==> src/sts_params.svh <==
`ifndef STS_PARAMS_SVH
`define STS_PARAMS_SVH
// ****************************************
// register map (byte addresses)
// ****************************************
`define STS_ADDR_W 4
`define STS_ADDR_WARN 4'h0
`define STS_ADDR_FAIL 4'h4
`define STS_ADDR_CTRL 4'h8
`define STS_ADDR_TRAP 4'hC
`define STS_CTRL_FORCE 0
`define STS_CTRL_PROT 0
`define STS_CTRL_COIL 1
`define STS_CTRL_BUSY 2
// ****************************************
// warning bit positions
// ****************************************
`define STS_W_CHAN 0
`define STS_W_MOFS 1
`define STS_W_P5 2
`define STS_W_P12 3
`define STS_W_N12 4
`define STS_W_P15 5
`define STS_W_N15 6
`define STS_W_BATT 7
`define STS_W_CHG 8
// ****************************************
// failure bit positions
// ****************************************
`define STS_F_MOFS 0
`define STS_F_P5 1
`define STS_F_P12 2
`define STS_F_N12 3
`define STS_F_P15 4
`define STS_F_N15 5
`define STS_F_RAM 6
`define STS_F_ROM 7
`define STS_F_ACT 8
`define STS_F_NV 9
`define STS_F_CONV 10
`define STS_F_XTAL 11
`define STS_F_TRAP 12
// ****************************************
// limits: offsets in uV, rails in mV
// ****************************************
`define STS_OFS_CHAN_WARN_UV 16'h7530
`define STS_OFS_MST_WARN_UV 16'h4E20
`define STS_OFS_MST_FAIL_UV 16'h7530
`define STS_P5_WARN_LO 16'h12C0
`define STS_P5_WARN_HI 16'h1450
`define STS_P5_FAIL_LO 16'h122A
`define STS_P5_FAIL_HI 16'h1518
`define STS_12_WARN_LO 16'h2CEC
`define STS_12_WARN_HI 16'h30D4
`define STS_12_FAIL_LO 16'h2BC0
`define STS_12_FAIL_HI 16'h36B0
`define STS_15_WARN_LO 16'h3840
`define STS_15_WARN_HI 16'h3CF0
`define STS_15_FAIL_LO 16'h36B0
`define STS_15_FAIL_HI 16'h3E80
`define STS_BATT_LO 16'h4650
`define STS_BATT_HI 16'hAFC8
// ****************************************
// timing and sizes
// ****************************************
`define STS_CLK_HZ 100000000
`define STS_CLK_PERIOD_NS 10
`define STS_CHECK_PERIOD_S 10
`define STS_RAM_PERIOD_S 60
`define STS_ALARM_PULSE_S 5
`define STS_XTAL_TIMEOUT_NS 1000
`define STS_CONV_PER_QTR 4
`define STS_NCHAN 8
`define STS_NCONT 4
`define STS_RAM_DEPTH 16
`define STS_SEED_A 16'hA5A5
`define STS_SEED_B 16'h5A5A
`endif

==> src/sts_pkg.sv <==
package sts_pkg;
  // display message kinds
  typedef enum logic [1:0] {
    STS_MSG_NONE,
    STS_MSG_FAIL,
    STS_MSG_OSC,
    STS_MSG_TRAP
  } sts_msg_t;
  // memory test sequencer
  typedef enum logic [1:0] {
    STS_RAM_IDLE,
    STS_RAM_WRITE,
    STS_RAM_READ
  } sts_ram_state_t;
endpackage : sts_pkg

==> src/sts_tick_if.sv <==
`timescale 1ns/10ps
interface sts_tick_if;
  logic tick;
  modport src (output tick);
  modport dst (input tick);
endinterface : sts_tick_if

==> src/sts_selftest_supervisor.sv <==
// Decided for this implementation: the register addresses and strobed register access.
`timescale 1ns/10ps
`include "sts_params.svh"
//Contract
// - any disabling failure turns off overcurrent and trip/close decisions
// - while protection is off, contact, trip and close drives stay off
// - while protection is off, the enabled indicator is dark
// - alarm is shown by de-energising the alarm coil
// - warnings pulse the coil off five seconds; failures latch it off
// - every warning or failure raises an unsolicited status report
// - every failure shows a display message; warnings do not
// - offsets every 10 s: channel or master warn, master 30 mV fails
// - +5 V rail every 10 s with warning and failing windows
// - 12 V rails every 10 s with warning and failing windows
// - 15 V rails every 10 s with warning and failing windows
// - battery outside 18 to 45 V warns, protection stays on
// - RAM write-then-read test every 60 s; mismatch fails
// - program checksum every 10 s; mismatch fails
// - active settings checksum every 10 s; mismatch fails
// - stored settings checksum every 10 s; mismatch fails
// - each quarter cycle after the first mark past reset, too few conversions fails
// - stopped crystal fails and shows the halt message
// - trap or bad access fails and shows the trap code
// - charger processor error warns, protection stays on
module sts_selftest_supervisor
  import sts_pkg::*;
#(
  parameter int unsigned CHECK_CYCLES = `STS_CHECK_PERIOD_S * `STS_CLK_HZ,
  parameter int unsigned PULSE_CYCLES = `STS_ALARM_PULSE_S * `STS_CLK_HZ,
  parameter int unsigned RAM_TICKS = `STS_RAM_PERIOD_S / `STS_CHECK_PERIOD_S,
  parameter int unsigned CONV_PER_QTR = `STS_CONV_PER_QTR,
  parameter int unsigned NCHAN = `STS_NCHAN,
  parameter int unsigned NCONT = `STS_NCONT,
  parameter int unsigned RAM_DEPTH = `STS_RAM_DEPTH
) (
  input wire logic clock_in,
  input wire logic nrst_in,
  input wire logic [`STS_ADDR_W-1:0] addr_in,
  input wire logic [31:0] wr_data_in,
  input wire logic wr_in,
  input wire logic rd_in,
  output logic [31:0] rd_data_out,
  input wire logic [NCHAN-1:0][15:0] chan_offset_uv_in,
  input wire logic [15:0] master_offset_uv_in,
  input wire logic [15:0] p5_mv_in,
  input wire logic [15:0] p12_mv_in,
  input wire logic [15:0] n12_mv_in,
  input wire logic [15:0] p15_mv_in,
  input wire logic [15:0] n15_mv_in,
  input wire logic [15:0] batt_mv_in,
  input wire logic [15:0] rom_sum_in,
  input wire logic [15:0] rom_ref_in,
  input wire logic [15:0] active_settings_checksum_in,
  input wire logic [15:0] active_settings_ref_in,
  input wire logic [15:0] nv_settings_checksum_in,
  input wire logic [15:0] nv_settings_ref_in,
  input wire logic conv_done_in,
  input wire logic quarter_cycle_in,
  input wire logic osc_probe_in,
  input wire logic trap_valid_in,
  input wire logic [7:0] trap_code_in,
  input wire logic charger_err_in,
  input wire logic trip_req_in,
  input wire logic close_req_in,
  input wire logic [NCONT-1:0] contact_req_in,
  output logic prot_en_out,
  output logic trip_drive_out,
  output logic close_drive_out,
  output logic [NCONT-1:0] contact_drive_out,
  output logic en_led_out,
  output logic alarm_coil_out,
  output logic report_out,
  output logic disp_valid_out,
  output sts_msg_t disp_kind_out,
  output logic [7:0] disp_arg_out
);
  localparam int unsigned XTAL_CYCLES =
    (`STS_XTAL_TIMEOUT_NS + `STS_CLK_PERIOD_NS - 1) / `STS_CLK_PERIOD_NS;
  localparam int unsigned AW = $clog2(RAM_DEPTH);
  localparam int PULSE_MIN = PULSE_CYCLES;
  if (NCHAN < 1 || NCONT < 1 || RAM_DEPTH < 2 || RAM_TICKS < 1 ||
      CONV_PER_QTR < 1 || CONV_PER_QTR > 255 || PULSE_CYCLES < 1) begin : g_bad
    $error("sts_selftest_supervisor: unsupported parameter value");
  end

  // ****************************************
  // helpers
  // ****************************************
  function automatic logic outside(input logic [15:0] v, input logic [15:0] lo,
                                   input logic [15:0] hi);
    return (v < lo) || (v > hi);
  endfunction : outside

  function automatic logic [15:0] pattern(input logic [AW-1:0] a, input logic seed);
    return (seed ? `STS_SEED_A : `STS_SEED_B) ^ 16'(a);
  endfunction : pattern

  function automatic logic [7:0] lowest(input logic [15:0] v);
    logic [7:0] idx;
    idx = 8'h00;
    for (int i = 15; i >= 0; i--) begin
      if (v[i]) begin
        idx = 8'(i);
      end
    end
    return idx;
  endfunction : lowest

  // ****************************************
  // ten second check tick
  // ****************************************
  sts_tick_if tick10_if ();
  sts_divider #(.DIV(CHECK_CYCLES)) u_tick10 (
    .clock_in(clock_in),
    .nrst_in(nrst_in),
    .tick_if(tick10_if)
  );

  // ****************************************
  // state
  // ****************************************
  logic [15:0] warn_q, warn_d, fail_q, fail_d;
  logic force_q, force_d;
  logic [7:0] trap_q, trap_d;
  logic [31:0] rd_q, rd_d;
  logic [31:0] alarm_cnt_q, alarm_cnt_d;
  logic [7:0] conv_cnt_q, conv_cnt_d;
  logic conv_arm_q, conv_arm_d;
  logic [15:0] xtal_cnt_q, xtal_cnt_d;
  logic osc_prev_q, osc_prev_d;
  logic prot_q, prot_d, trip_q, trip_d, close_q, close_d, led_q, led_d;
  logic coil_q, coil_d, report_q, report_d, dvalid_q, dvalid_d;
  logic [NCONT-1:0] cont_q, cont_d;
  sts_msg_t dkind_q, dkind_d;
  logic [7:0] darg_q, darg_d;
  sts_ram_state_t ram_st_q, ram_st_d;
  logic [AW-1:0] ram_addr_q, ram_addr_d;
  logic ram_seed_q, ram_seed_d, ram_bad;
  logic [7:0] ram_tick_q, ram_tick_d;
  logic [15:0] mem [RAM_DEPTH];
  logic check_now, conv_short, xtal_stop;
  logic [15:0] warn_set, fail_set, warn_clr, new_fail;
  logic [NCHAN-1:0] chan_hi;

  // per-channel offset compare
  for (genvar g = 0; g < NCHAN; g++) begin : g_chan
    assign chan_hi[g] = chan_offset_uv_in[g] > `STS_OFS_CHAN_WARN_UV;
  end

  // ****************************************
  // continuous monitors
  // ****************************************
  // conversions since the last quarter mark, crystal silence counter
  always_comb begin
    // the window ending at the first mark after reset is partial, so it is not judged
    conv_arm_d = conv_arm_q | quarter_cycle_in;
    conv_short = conv_arm_q && quarter_cycle_in &&
                 (10'(conv_cnt_q) + 10'(conv_done_in) < 10'(CONV_PER_QTR));
    if (quarter_cycle_in) begin
      conv_cnt_d = 8'h00;
    end else if (conv_done_in && conv_cnt_q != 8'hFF) begin
      conv_cnt_d = conv_cnt_q + 8'h01;
    end else begin
      conv_cnt_d = conv_cnt_q;
    end
    osc_prev_d = osc_probe_in;
    xtal_stop = (xtal_cnt_q == 16'(XTAL_CYCLES));
    if (osc_probe_in != osc_prev_q) begin
      xtal_cnt_d = 16'h0000;
    end else if (!xtal_stop) begin
      xtal_cnt_d = xtal_cnt_q + 16'h0001;
    end else begin
      xtal_cnt_d = xtal_cnt_q;
    end
  end

  // ****************************************
  // memory walk test
  // ****************************************
  // successive runs alternate opposite seeds, so two runs catch stuck bits in either polarity
  always_comb begin
    ram_st_d = ram_st_q;
    ram_addr_d = ram_addr_q;
    ram_seed_d = ram_seed_q;
    ram_tick_d = ram_tick_q;
    ram_bad = 1'b0;
    if (tick10_if.tick) begin
      ram_tick_d = (ram_tick_q == 8'(RAM_TICKS - 1)) ? 8'h00 : ram_tick_q + 8'h01;
    end
    unique case (ram_st_q)
      STS_RAM_IDLE: begin
        if (tick10_if.tick && ram_tick_q == 8'(RAM_TICKS - 1)) begin
          ram_st_d = STS_RAM_WRITE;
          ram_addr_d = '0;
          ram_seed_d = ~ram_seed_q;
        end
      end
      STS_RAM_WRITE: begin
        ram_addr_d = ram_addr_q + 1'b1;
        if (ram_addr_q == AW'(RAM_DEPTH - 1)) begin
          ram_st_d = STS_RAM_READ;
          ram_addr_d = '0;
        end
      end
      STS_RAM_READ: begin
        ram_bad = (mem[ram_addr_q] != pattern(ram_addr_q, ram_seed_q));
        ram_addr_d = ram_addr_q + 1'b1;
        if (ram_addr_q == AW'(RAM_DEPTH - 1)) begin
          ram_st_d = STS_RAM_IDLE;
        end
      end
    endcase
  end

  // memory array, no reset needed
  always_ff @(posedge clock_in) begin
    if (ram_st_q == STS_RAM_WRITE) begin
      mem[ram_addr_q] <= pattern(ram_addr_q, ram_seed_q);
    end
  end

  // ****************************************
  // periodic evaluation and flags
  // ****************************************
  always_comb begin
    check_now = tick10_if.tick | force_q;
    warn_set = 16'h0000;
    fail_set = 16'h0000;
    if (check_now) begin
      warn_set[`STS_W_CHAN] = |chan_hi;
      warn_set[`STS_W_MOFS] = master_offset_uv_in > `STS_OFS_MST_WARN_UV;
      fail_set[`STS_F_MOFS] = master_offset_uv_in > `STS_OFS_MST_FAIL_UV;
      warn_set[`STS_W_P5] = outside(p5_mv_in, `STS_P5_WARN_LO, `STS_P5_WARN_HI);
      fail_set[`STS_F_P5] = outside(p5_mv_in, `STS_P5_FAIL_LO, `STS_P5_FAIL_HI);
      warn_set[`STS_W_P12] = outside(p12_mv_in, `STS_12_WARN_LO, `STS_12_WARN_HI);
      warn_set[`STS_W_N12] = outside(n12_mv_in, `STS_12_WARN_LO, `STS_12_WARN_HI);
      fail_set[`STS_F_P12] = outside(p12_mv_in, `STS_12_FAIL_LO, `STS_12_FAIL_HI);
      fail_set[`STS_F_N12] = outside(n12_mv_in, `STS_12_FAIL_LO, `STS_12_FAIL_HI);
      warn_set[`STS_W_P15] = outside(p15_mv_in, `STS_15_WARN_LO, `STS_15_WARN_HI);
      warn_set[`STS_W_N15] = outside(n15_mv_in, `STS_15_WARN_LO, `STS_15_WARN_HI);
      fail_set[`STS_F_P15] = outside(p15_mv_in, `STS_15_FAIL_LO, `STS_15_FAIL_HI);
      fail_set[`STS_F_N15] = outside(n15_mv_in, `STS_15_FAIL_LO, `STS_15_FAIL_HI);
      warn_set[`STS_W_BATT] = outside(batt_mv_in, `STS_BATT_LO, `STS_BATT_HI);
      fail_set[`STS_F_ROM] = rom_sum_in != rom_ref_in;
      fail_set[`STS_F_ACT] = active_settings_checksum_in != active_settings_ref_in;
      fail_set[`STS_F_NV] = nv_settings_checksum_in != nv_settings_ref_in;
    end
    warn_set[`STS_W_CHG] = charger_err_in;
    fail_set[`STS_F_RAM] = ram_bad;
    fail_set[`STS_F_CONV] = conv_short;
    fail_set[`STS_F_XTAL] = xtal_stop;
    fail_set[`STS_F_TRAP] = trap_valid_in;
    new_fail = fail_set & ~fail_q;
    // a warning raised in the clearing cycle survives the clear
    warn_clr = (wr_in && addr_in == `STS_ADDR_WARN) ? wr_data_in[15:0] : 16'h0000;
    warn_d = (warn_q & ~warn_clr) | warn_set;
    fail_d = fail_q | fail_set;
    force_d = wr_in && addr_in == `STS_ADDR_CTRL && wr_data_in[`STS_CTRL_FORCE];
    trap_d = trap_valid_in ? trap_code_in : trap_q;
  end

  // ****************************************
  // protection gating, alarm, report, display
  // ****************************************
  always_comb begin
    prot_d = ~|fail_d;
    trip_d = prot_d & trip_req_in;
    close_d = prot_d & close_req_in;
    cont_d = prot_d ? contact_req_in : '0;
    led_d = prot_d;
    // a fresh warning restarts the pulse rather than stacking
    if (|warn_set) begin
      alarm_cnt_d = PULSE_CYCLES;
    end else if (alarm_cnt_q != 32'h0) begin
      alarm_cnt_d = alarm_cnt_q - 32'h1;
    end else begin
      alarm_cnt_d = alarm_cnt_q;
    end
    coil_d = prot_d && (alarm_cnt_d == 32'h0);
    report_d = (|warn_set) || (|new_fail);
    dvalid_d = |new_fail;
    dkind_d = dkind_q;
    darg_d = darg_q;
    if (new_fail[`STS_F_XTAL]) begin
      dkind_d = STS_MSG_OSC;
      darg_d = 8'h00;
    end else if (new_fail[`STS_F_TRAP]) begin
      dkind_d = STS_MSG_TRAP;
      darg_d = trap_code_in;
    end else if (|new_fail) begin
      dkind_d = STS_MSG_FAIL;
      darg_d = lowest(new_fail);
    end
  end

  // ****************************************
  // register read port
  // ****************************************
  always_comb begin
    rd_d = 32'h0;
    if (rd_in) begin
      unique case (addr_in)
        `STS_ADDR_WARN: rd_d = {16'h0000, warn_q};
        `STS_ADDR_FAIL: rd_d = {16'h0000, fail_q};
        `STS_ADDR_CTRL: rd_d = {29'h0, ram_st_q != STS_RAM_IDLE, coil_q, prot_q};
        `STS_ADDR_TRAP: rd_d = {24'h000000, trap_q};
        default: rd_d = 32'h0;
      endcase
    end
  end

  // ****************************************
  // registers
  // ****************************************
  always_ff @(posedge clock_in or negedge nrst_in) begin
    if (!nrst_in) begin
      warn_q <= 16'h0000;
      fail_q <= 16'h0000;
      force_q <= 1'b0;
      trap_q <= 8'h00;
      rd_q <= 32'h0;
      alarm_cnt_q <= 32'h0;
      conv_cnt_q <= 8'h00;
      conv_arm_q <= 1'b0;
      xtal_cnt_q <= 16'h0000;
      osc_prev_q <= 1'b0;
      prot_q <= 1'b0;
      trip_q <= 1'b0;
      close_q <= 1'b0;
      cont_q <= '0;
      led_q <= 1'b0;
      coil_q <= 1'b0;
      report_q <= 1'b0;
      dvalid_q <= 1'b0;
      dkind_q <= STS_MSG_NONE;
      darg_q <= 8'h00;
      ram_st_q <= STS_RAM_IDLE;
      ram_addr_q <= '0;
      ram_seed_q <= 1'b0;
      ram_tick_q <= 8'h00;
    end else begin
      warn_q <= warn_d;
      fail_q <= fail_d;
      force_q <= force_d;
      trap_q <= trap_d;
      rd_q <= rd_d;
      alarm_cnt_q <= alarm_cnt_d;
      conv_cnt_q <= conv_cnt_d;
      conv_arm_q <= conv_arm_d;
      xtal_cnt_q <= xtal_cnt_d;
      osc_prev_q <= osc_prev_d;
      prot_q <= prot_d;
      trip_q <= trip_d;
      close_q <= close_d;
      cont_q <= cont_d;
      led_q <= led_d;
      coil_q <= coil_d;
      report_q <= report_d;
      dvalid_q <= dvalid_d;
      dkind_q <= dkind_d;
      darg_q <= darg_d;
      ram_st_q <= ram_st_d;
      ram_addr_q <= ram_addr_d;
      ram_seed_q <= ram_seed_d;
      ram_tick_q <= ram_tick_d;
    end
  end

  assign rd_data_out = rd_q;
  assign prot_en_out = prot_q;
  assign trip_drive_out = trip_q;
  assign close_drive_out = close_q;
  assign contact_drive_out = cont_q;
  assign en_led_out = led_q;
  assign alarm_coil_out = coil_q;
  assign report_out = report_q;
  assign disp_valid_out = dvalid_q;
  assign disp_kind_out = dkind_q;
  assign disp_arg_out = darg_q;

  // length of the current coil-off run
  logic [31:0] low_run_q;
  always_ff @(posedge clock_in or negedge nrst_in) begin
    if (!nrst_in) begin
      low_run_q <= 32'(PULSE_MIN); // power-up rise of the coil counts as a full run
    end else begin
      low_run_q <= coil_q ? 32'h0 : low_run_q + 32'h1;
    end
  end
endmodule : sts_selftest_supervisor

==> src/sts_divider.sv <==
`timescale 1ns/10ps
module sts_divider
  import sts_pkg::*;
#(
  parameter int unsigned DIV = 1000
) (
  input wire logic clock_in,
  input wire logic nrst_in,
  sts_tick_if.src tick_if
);
  if (DIV < 2) begin : g_bad
    $error("sts_divider: DIV must be at least 2");
  end
  logic [31:0] cnt_q;
  logic [31:0] cnt_d;
  logic tick_q;
  logic tick_d;
  // free running count, one-cycle pulse at wrap
  always_comb begin
    tick_d = (cnt_q == 32'(DIV - 1));
    cnt_d = tick_d ? 32'h0 : cnt_q + 32'h1;
  end
  always_ff @(posedge clock_in or negedge nrst_in) begin
    if (!nrst_in) begin
      cnt_q <= 32'h0;
      tick_q <= 1'b0;
    end else begin
      cnt_q <= cnt_d;
      tick_q <= tick_d;
    end
  end
  assign tick_if.tick = tick_q;
endmodule : sts_divider

==> config.mk <==
export PLATFORM = sky130hd
export DESIGN_NAME = sts_selftest_supervisor
export DESIGN_NICKNAME = d
export VERILOG_FILES = /design/src/sts_pkg.sv /design/src/sts_tick_if.sv /design/src/sts_selftest_supervisor.sv /design/src/sts_divider.sv
export VERILOG_INCLUDE_DIRS = /design/src
export SDC_FILE = /design/constraint.sdc
export NUM_CORES = 1
export LEC_CHECK = 0
export ABC_CLOCK_PERIOD_IN_PS = 3450
export BUFFER_PORTS_ARGS = -buffer_cell sky130_fd_sc_hd__buf_2
export CAP_MARGIN = 20
export CORE_MARGIN = 5
export CORE_UTILIZATION = 42
export DETAILED_ROUTE_END_ITERATION = 8
export PLACE_DENSITY = 0.68
export SLEW_MARGIN = 10
export SYNTH_ARGS = -nofsm -noshare
export SYNTH_HDL_FRONTEND = slang
export SYNTH_HIERARCHICAL = 1
export SYNTH_SLANG_ARGS = --single-unit
==> constraint.sdc <==
create_clock -name clock_in -period 3.45 [get_ports clock_in]
set_input_delay 0.5175 -clock clock_in [delete_from_list [all_inputs] [get_ports clock_in]]
set_output_delay 0.5175 -clock clock_in [all_outputs]
set_load 0.03 [all_outputs]
== Yosys cells after proc, flatten, opt, wreduce, memory -nomap -nowiden ==
Memories as Yosys holds them, arrays and structs flattened.
Index checks and enable logic that the tools add are counted.
Cells by class
  add/subtract/negate cells: 7
  bitwise logic cells: 12
  equal/unequal tests: 19
  muxes and demuxes: 46
  order comparisons: 33
  reduce and logical (&&, ||, !) cells: 34
Operators with widths (count)
  16-bit by 15-bit greater-than comparator with 1-bit output, second input constant: 10
  8-bit 2-to-1 mux: 20
  16-bit by 14-bit greater-than comparator with 1-bit output, second input constant: 8
  16-bit by 14-bit less-than comparator with 1-bit output, second input constant: 8
  32-bit 2-to-1 mux: 3
  16-bit 2-to-1 mux: 5
  16-bit != test: 4
  16-bit one-hot mux with 4 select lines: 1
  32-bit by 1-bit adder with 32-bit output, second input constant: 1
  32-bit by 30-bit equality test with 1-bit output, second input constant: 1
  16-bit by 13-bit greater-than comparator with 1-bit output, second input constant: 2
  32-bit zero test: 1
  16-bit by 13-bit less-than comparator with 1-bit output, second input constant: 2
  16-bit NOT: 2
  32-bit nonzero test: 1
  16-bit OR reduction: 2
  32-bit by 1-bit subtractor with 32-bit output, second input constant: 1
  16-bit by 1-bit adder with 16-bit output, second input constant: 1
  8-bit by 1-bit adder with 8-bit output, second input constant: 2
  13-bit by 16-bit bitwise AND with 16-bit output: 1
  16-bit bitwise AND: 1
  16-bit by 7-bit equality test with 1-bit output, second input constant: 1
  16-bit greater-than comparator, second input constant: 1
  16-bit by 15-bit less-than comparator with 1-bit output, second input constant: 1
  other kinds (36): 71
Storage, ports and cells
  input port bits: 395
  output and inout bits: 53
  register bits: 199
  RAM bits: 256
  memories kept: 1
Memories
  mem: words 16, bits a word 16, rd ports 1, clocked after memory_dff 0, write ports 1, line sts_selftest_supervisor.sv:140  | logic [15:0] mem [RAM_DEPTH];

== Depth between registers and ports, before layout ==
  depth in word-level cells: 22
  gate-level depth with buffers: 13

== By module ==
The synthesis kept the hierarchy.
By module, submodules not included
  sts_selftest_supervisor: sequential area each 6561.3 um^2, cells each 1199, times used 1, area an instance 12909.9 um^2
  sts_divider: sequential area each 825.8 um^2, cells each 161, times used 1, area an instance 1619.1 um^2

== Least setup slack after synthesis ==
OpenSTA, ideal clock, no wires.
  path type: input -> register
  start: in chan_offset_uv_in[16] (netlist name)
  end: reg alarm_cnt_q[10]
  required time: 3.326 ns
  setup slack: 0.402 ns
  arrival time: 2.924 ns
  cell stages on the path: 9
  library setup time: 0.124 ns
  path buffers: 1
  cell sequence: or4_1 > a311o_1 > a21oi_1 > o22ai_1 > or4_4 > o41ai_4 > nand4_2 > buf_2 > a211o_1
Between the ends
  cells in the longest elaborated chain, start to end: 5
Ends and longest elaborated chain
  start, declared: line sts_selftest_supervisor.sv:43  | input wire logic [NCHAN-1:0][15:0] chan_offset_uv_in,
  16-bit by 15-bit greater-than comparator with 1-bit output (no line)
  8-bit OR reduction: line sts_selftest_supervisor.sv:230  | warn_set[`STS_W_CHAN] = |chan_hi;
  8-bit 2-to-1 mux: line sts_selftest_supervisor.sv:229  | if (check_now) begin
  9-bit OR reduction: line sts_selftest_supervisor.sv:272  | if (|warn_set) begin
  32-bit 2-to-1 mux: line sts_selftest_supervisor.sv:272
  net alarm_cnt_d[10]: line sts_selftest_supervisor.sv:126  | logic [31:0] alarm_cnt_q, alarm_cnt_d;
  end signal, assigned: line sts_selftest_supervisor.sv:347  | alarm_cnt_q <= alarm_cnt_d;
  end, declared: line sts_selftest_supervisor.sv:126
The timed path passes the listed nets, and every way through them passes these cells.
A chain may end at the register's enable or synchronous reset.

== Worst setup path in the final report ==
  start: reg ram_addr_q[0]
  end: reg coil_q (netlist: alarm_coil_out)
Between the ends
  cells in the longest elaborated chain, start to end: 7
  elaborated cells on any way between the ends: 8
Ends and longest elaborated chain
  start, declared: line sts_selftest_supervisor.sv:137  | logic [AW-1:0] ram_addr_q, ram_addr_d;
  start signal, assigned: line sts_selftest_supervisor.sv:363  | ram_addr_q <= ram_addr_d;
  memory 16 x 16 bit or 16-bit by 4-bit XOR with 16-bit output (tied branches)
  16-bit != test (*): line sts_selftest_supervisor.sv:206  | ram_bad = (mem[ram_addr_q] != pattern(ram_addr_q, ram_seed_q));
  1-bit 2-to-1 mux (*): line sts_selftest_supervisor.sv:190  | unique case (ram_st_q)
  16-bit by 13-bit bitwise OR with 16-bit output (*): line sts_selftest_supervisor.sv:257  | fail_d = fail_q | fail_set;
  16-bit OR reduction (*): line sts_selftest_supervisor.sv:266  | prot_d = ~|fail_d;
  1-bit zero test (*): line sts_selftest_supervisor.sv:266
  net led_d: line sts_selftest_supervisor.sv:131  | logic prot_q, prot_d, trip_q, trip_d, close_q, close_d, led_q, led_d;
  1-bit logical AND (*): line sts_selftest_supervisor.sv:279  | coil_d = prot_d && (alarm_cnt_d == 32'h0);
  net coil_d: line sts_selftest_supervisor.sv:132  | logic coil_q, coil_d, report_q, report_d, dvalid_q, dvalid_d;
  end signal, assigned: line sts_selftest_supervisor.sv:357  | coil_q <= coil_d;
  end, declared: line sts_selftest_supervisor.sv:132
The timed path passes the listed nets; every way through them passes the cells marked *.

==> flow_summary.toml <==
[run_status]
status = "finished clean"

[sta]
rsz0062_at_grt = "false"
tightest_slew_ns = 0.970
maxSlewHeadroom = 0.351
slew_violations = 0
finClkSkew_ns = 0.0146
fmax_mhz = 306
fin_crit_sh = 0.947
fin_crit_ns = 3.27
final_hold_viol_count = 0
setup_viol = 0
setup_ws_ns = 0.184

[clock_network]
clk_pin_slew_ns = 0.06
clockBufferDepth = 3
clkLatencyLatePin_ns = 0.55
numCtsBuffers = 29
cts_tree = "built"
h-tree-depth = 1
numClockSinks = 276
root_buffer = "clkbuf_16"

[placement]
portBuffers = 415
dpl_cell_area_mm2 = 0.0173
gp_congestion = 1.00
dp_slack_ns = -0.0531
place_inst = 2233
hpwl_um = 36800

[detailed_routing]
vias = 12700
drt-total-wl_um = 46100
drtPass1Iterations = 5
wl_per_cell_um = 20.1
drc = 0
ant_nets = 0
drt_iter0_drc = 894
via_per_inst = 5.51

[job]
cap_violations = 0

[setup_path]
crit_path_end_kind = "flop"
crit_arrival_ns = 3.71
required_ns = 3.89
start_kind = "flop"
path_class = "reg -> reg"
r2r_setup_slack_ns = 0.18
crit_fanout = 12

[global_route]
antenna_found_initial = 12
overflow = 0
grt_start_max_net_pins = 78
grt.total_usage = 0.229
grt_pass1_vias = 12600
grt_pass1_wl_um = 70300

[floorplanning]
io_pins = 448
fp.dieH_um = 196
core.rowCount = 68
die_w_um = 196
die_area_mm2 = 0.0384
start_util = 0.423
core_area_mm2 = 0.0344

[power]
intPower_w = 0.00567
switching_power_w = 0.00190
combPwrFrac = 0.114
switching_share = 0.251
power_frac_clock = 0.416
seq_power_share = 0.469
power.density_mw_per_mm2 = 412
p_total_w = 0.00757
power_leakage_nw = 7.79
vdd_drop_max_mv = 0.388

[synth]
yosysWarnings = 6
synth_cell_types = 84
synth_area_mm2 = 0.0145
netlist_instances = 1360
ys_seq_elements = 276
ys.flop_type = "dfrtp_1"
avgSynthCellArea_um2 = 10.7
yosysSeqAreaShare = 0.508
synth-async-reset-ratio = 0.652
synth-edff-count = 96

[finish]
fin_cells = 2295
nNetsFinal = 2221
final_area_mm2 = 0.0184
final_core_utilization = 0.534
syn_to_final_growth_pct = 26.3
final_cell_mix = "buf_2 (414), dfrtp_1 (178), nor2_1 (130), nand2_1 (99), edfxtp_1 (96)"
layout_commonest_cell = "buf_2"
drive_above_1_share = 0.315

[hold_path]
hp-class = "in -> async"
==> final timing paths <==
path	start	endpoint	cells after the start
max in group asynchronous	nrst_in	ram_addr_q[0]	2
min reg2reg	conv_arm_q	conv_arm_q	1
max reg2reg	ram_addr_q[0]	alarm_coil_out	10
min	nrst_in	u_tick10/cnt_q[0]	1
max	ram_addr_q[0]	alarm_coil_out	10
min in group clock_in	osc_probe_in	osc_prev_q	1
==> state kept, by name, indices dropped and copies added, names as in the netlist, 8 cells and up <==
name and cells:
rd_data_out 16, xtal_cnt_q 16, conv_cnt_q 8, fail_q 13, mem 96, warn_q 16, ram_tick_q 8, u_tick10/cnt_q 32
disp_arg_out 8, alarm_cnt_q 32, trap_q 8
==> logic make-up (layout without fill, tap and decap cells) <==
kind of cell	after synthesis	after routing	synth area share
and+or+nand+nor	573	573	0.211
DFF	276	276	0.508
AOI/OAI and AO/OA	238	238	0.117
xor gates and xnor gates	122	122	0.0735
buffers and inverters	88	546	0.0290
muxes	47	47	0.0475
adders and majority gates	15	15	0.0129
other	1	23	0.000258
==> synthesized netlist by cell type, types with 8 or more instances <==
cell,n,share of area
ha_1,15,0.013
or3_1,20,0.0086
nor2_1,130,0.034
o211ai_1,8,0.0041
nand2_1,99,0.026
and2_1,11,0.0047
or4_1,16,0.0083
dfrtp_1,180,0.31
nand2b_1,23,0.0099
nor3_1,47,0.016
nand4_1,46,0.020
inv_1,32,0.0083
buf_4,19,0.0098
a22oi_1,9,0.0047
nor4_1,32,0.014
o21ai_0,33,0.011
nor4b_1,14,0.0084
mux4_2,16,0.025
a21boi_0,9,0.0047
nor2b_1,12,0.0052
a21o_1,14,0.0072
or2_2,11,0.0047
o21a_1,11,0.0057
mux2_2,15,0.012
clkbuf_1,24,0.0062
and3_1,22,0.0095
a221oi_1,8,0.0048
mux2i_1,16,0.011
edfxtp_1,96,0.20
o22ai_1,8,0.0034
buf_2,10,0.0034
nand3_1,50,0.017
xor2_1,48,0.029
xnor2_1,74,0.045
a21oi_1,53,0.018
==> power groups by stage <==
stage | combinational (W) | clock (W) | sequential [W]
2_1_floorplan | 0.000400 | 0 | 0.00362
3_3_place_gp | 0.000834 | 0 | 0.00361
3_5_place_dp | 0.000858 | 0 | 0.00361
4_1_cts | 0.000862 | 0.00322 | 0.00355
5_1_grt | 0.000954 | 0.00336 | 0.00356
6_report | 0.000865 | 0.00315 | 0.00355
==> routing by layer <==
layer	track usage	up-vias	wire, um
met3	0.0472	73	3490
met2	0.373	493	21700
met4	0.0778	8	1380
li1	-	5983	-
met5	0	-	57
met1	0.308	6097	19500
==> worst max-delay path, cell delays in order (launching register included) <==
cell	delay, ns
dfrtp_4	0.58
buf_4	0.21
inv_1	0.15
a2111oi_0	0.08
nor4_1	0.34
mux2_2	0.39
a2111oi_2	0.49
buf_4	0.20
a21boi_0	0.10
and4bb_2	0.41
nor4bb_2	0.22
==> stage by stage <==
stage / setup TNS, ns / hold WS, ns
after floorplan: 0 / 0.222
after detailed placement: -0.0907 / 0.445
after global routing: 0 / 0.0609
after CTS: 0 / 0.0228
final: 0 / 0.0126
after global placement: 0 / 0.457
==> what timing repair did <==
action,in CTS,in global routing
pin swaps,0,2
setup endpoints to repair,7,14
hold buffers,0,0
buffers inserted,0,0
gates resized for setup,1,4
==> layout make-up <==
class / count / area [um2]
antenna: 7 / 17.5
clock buffer: 39 / 845
clock inverter: 14 / 134
fill: 3068 / 16000
inverter: 32 / 120
multi-input combinational: 1011 / 6810
sequential: 276 / 7390
tap: 455 / 569
timing repair buffer: 461 / 2470
(Power assumes the default switching activity.)
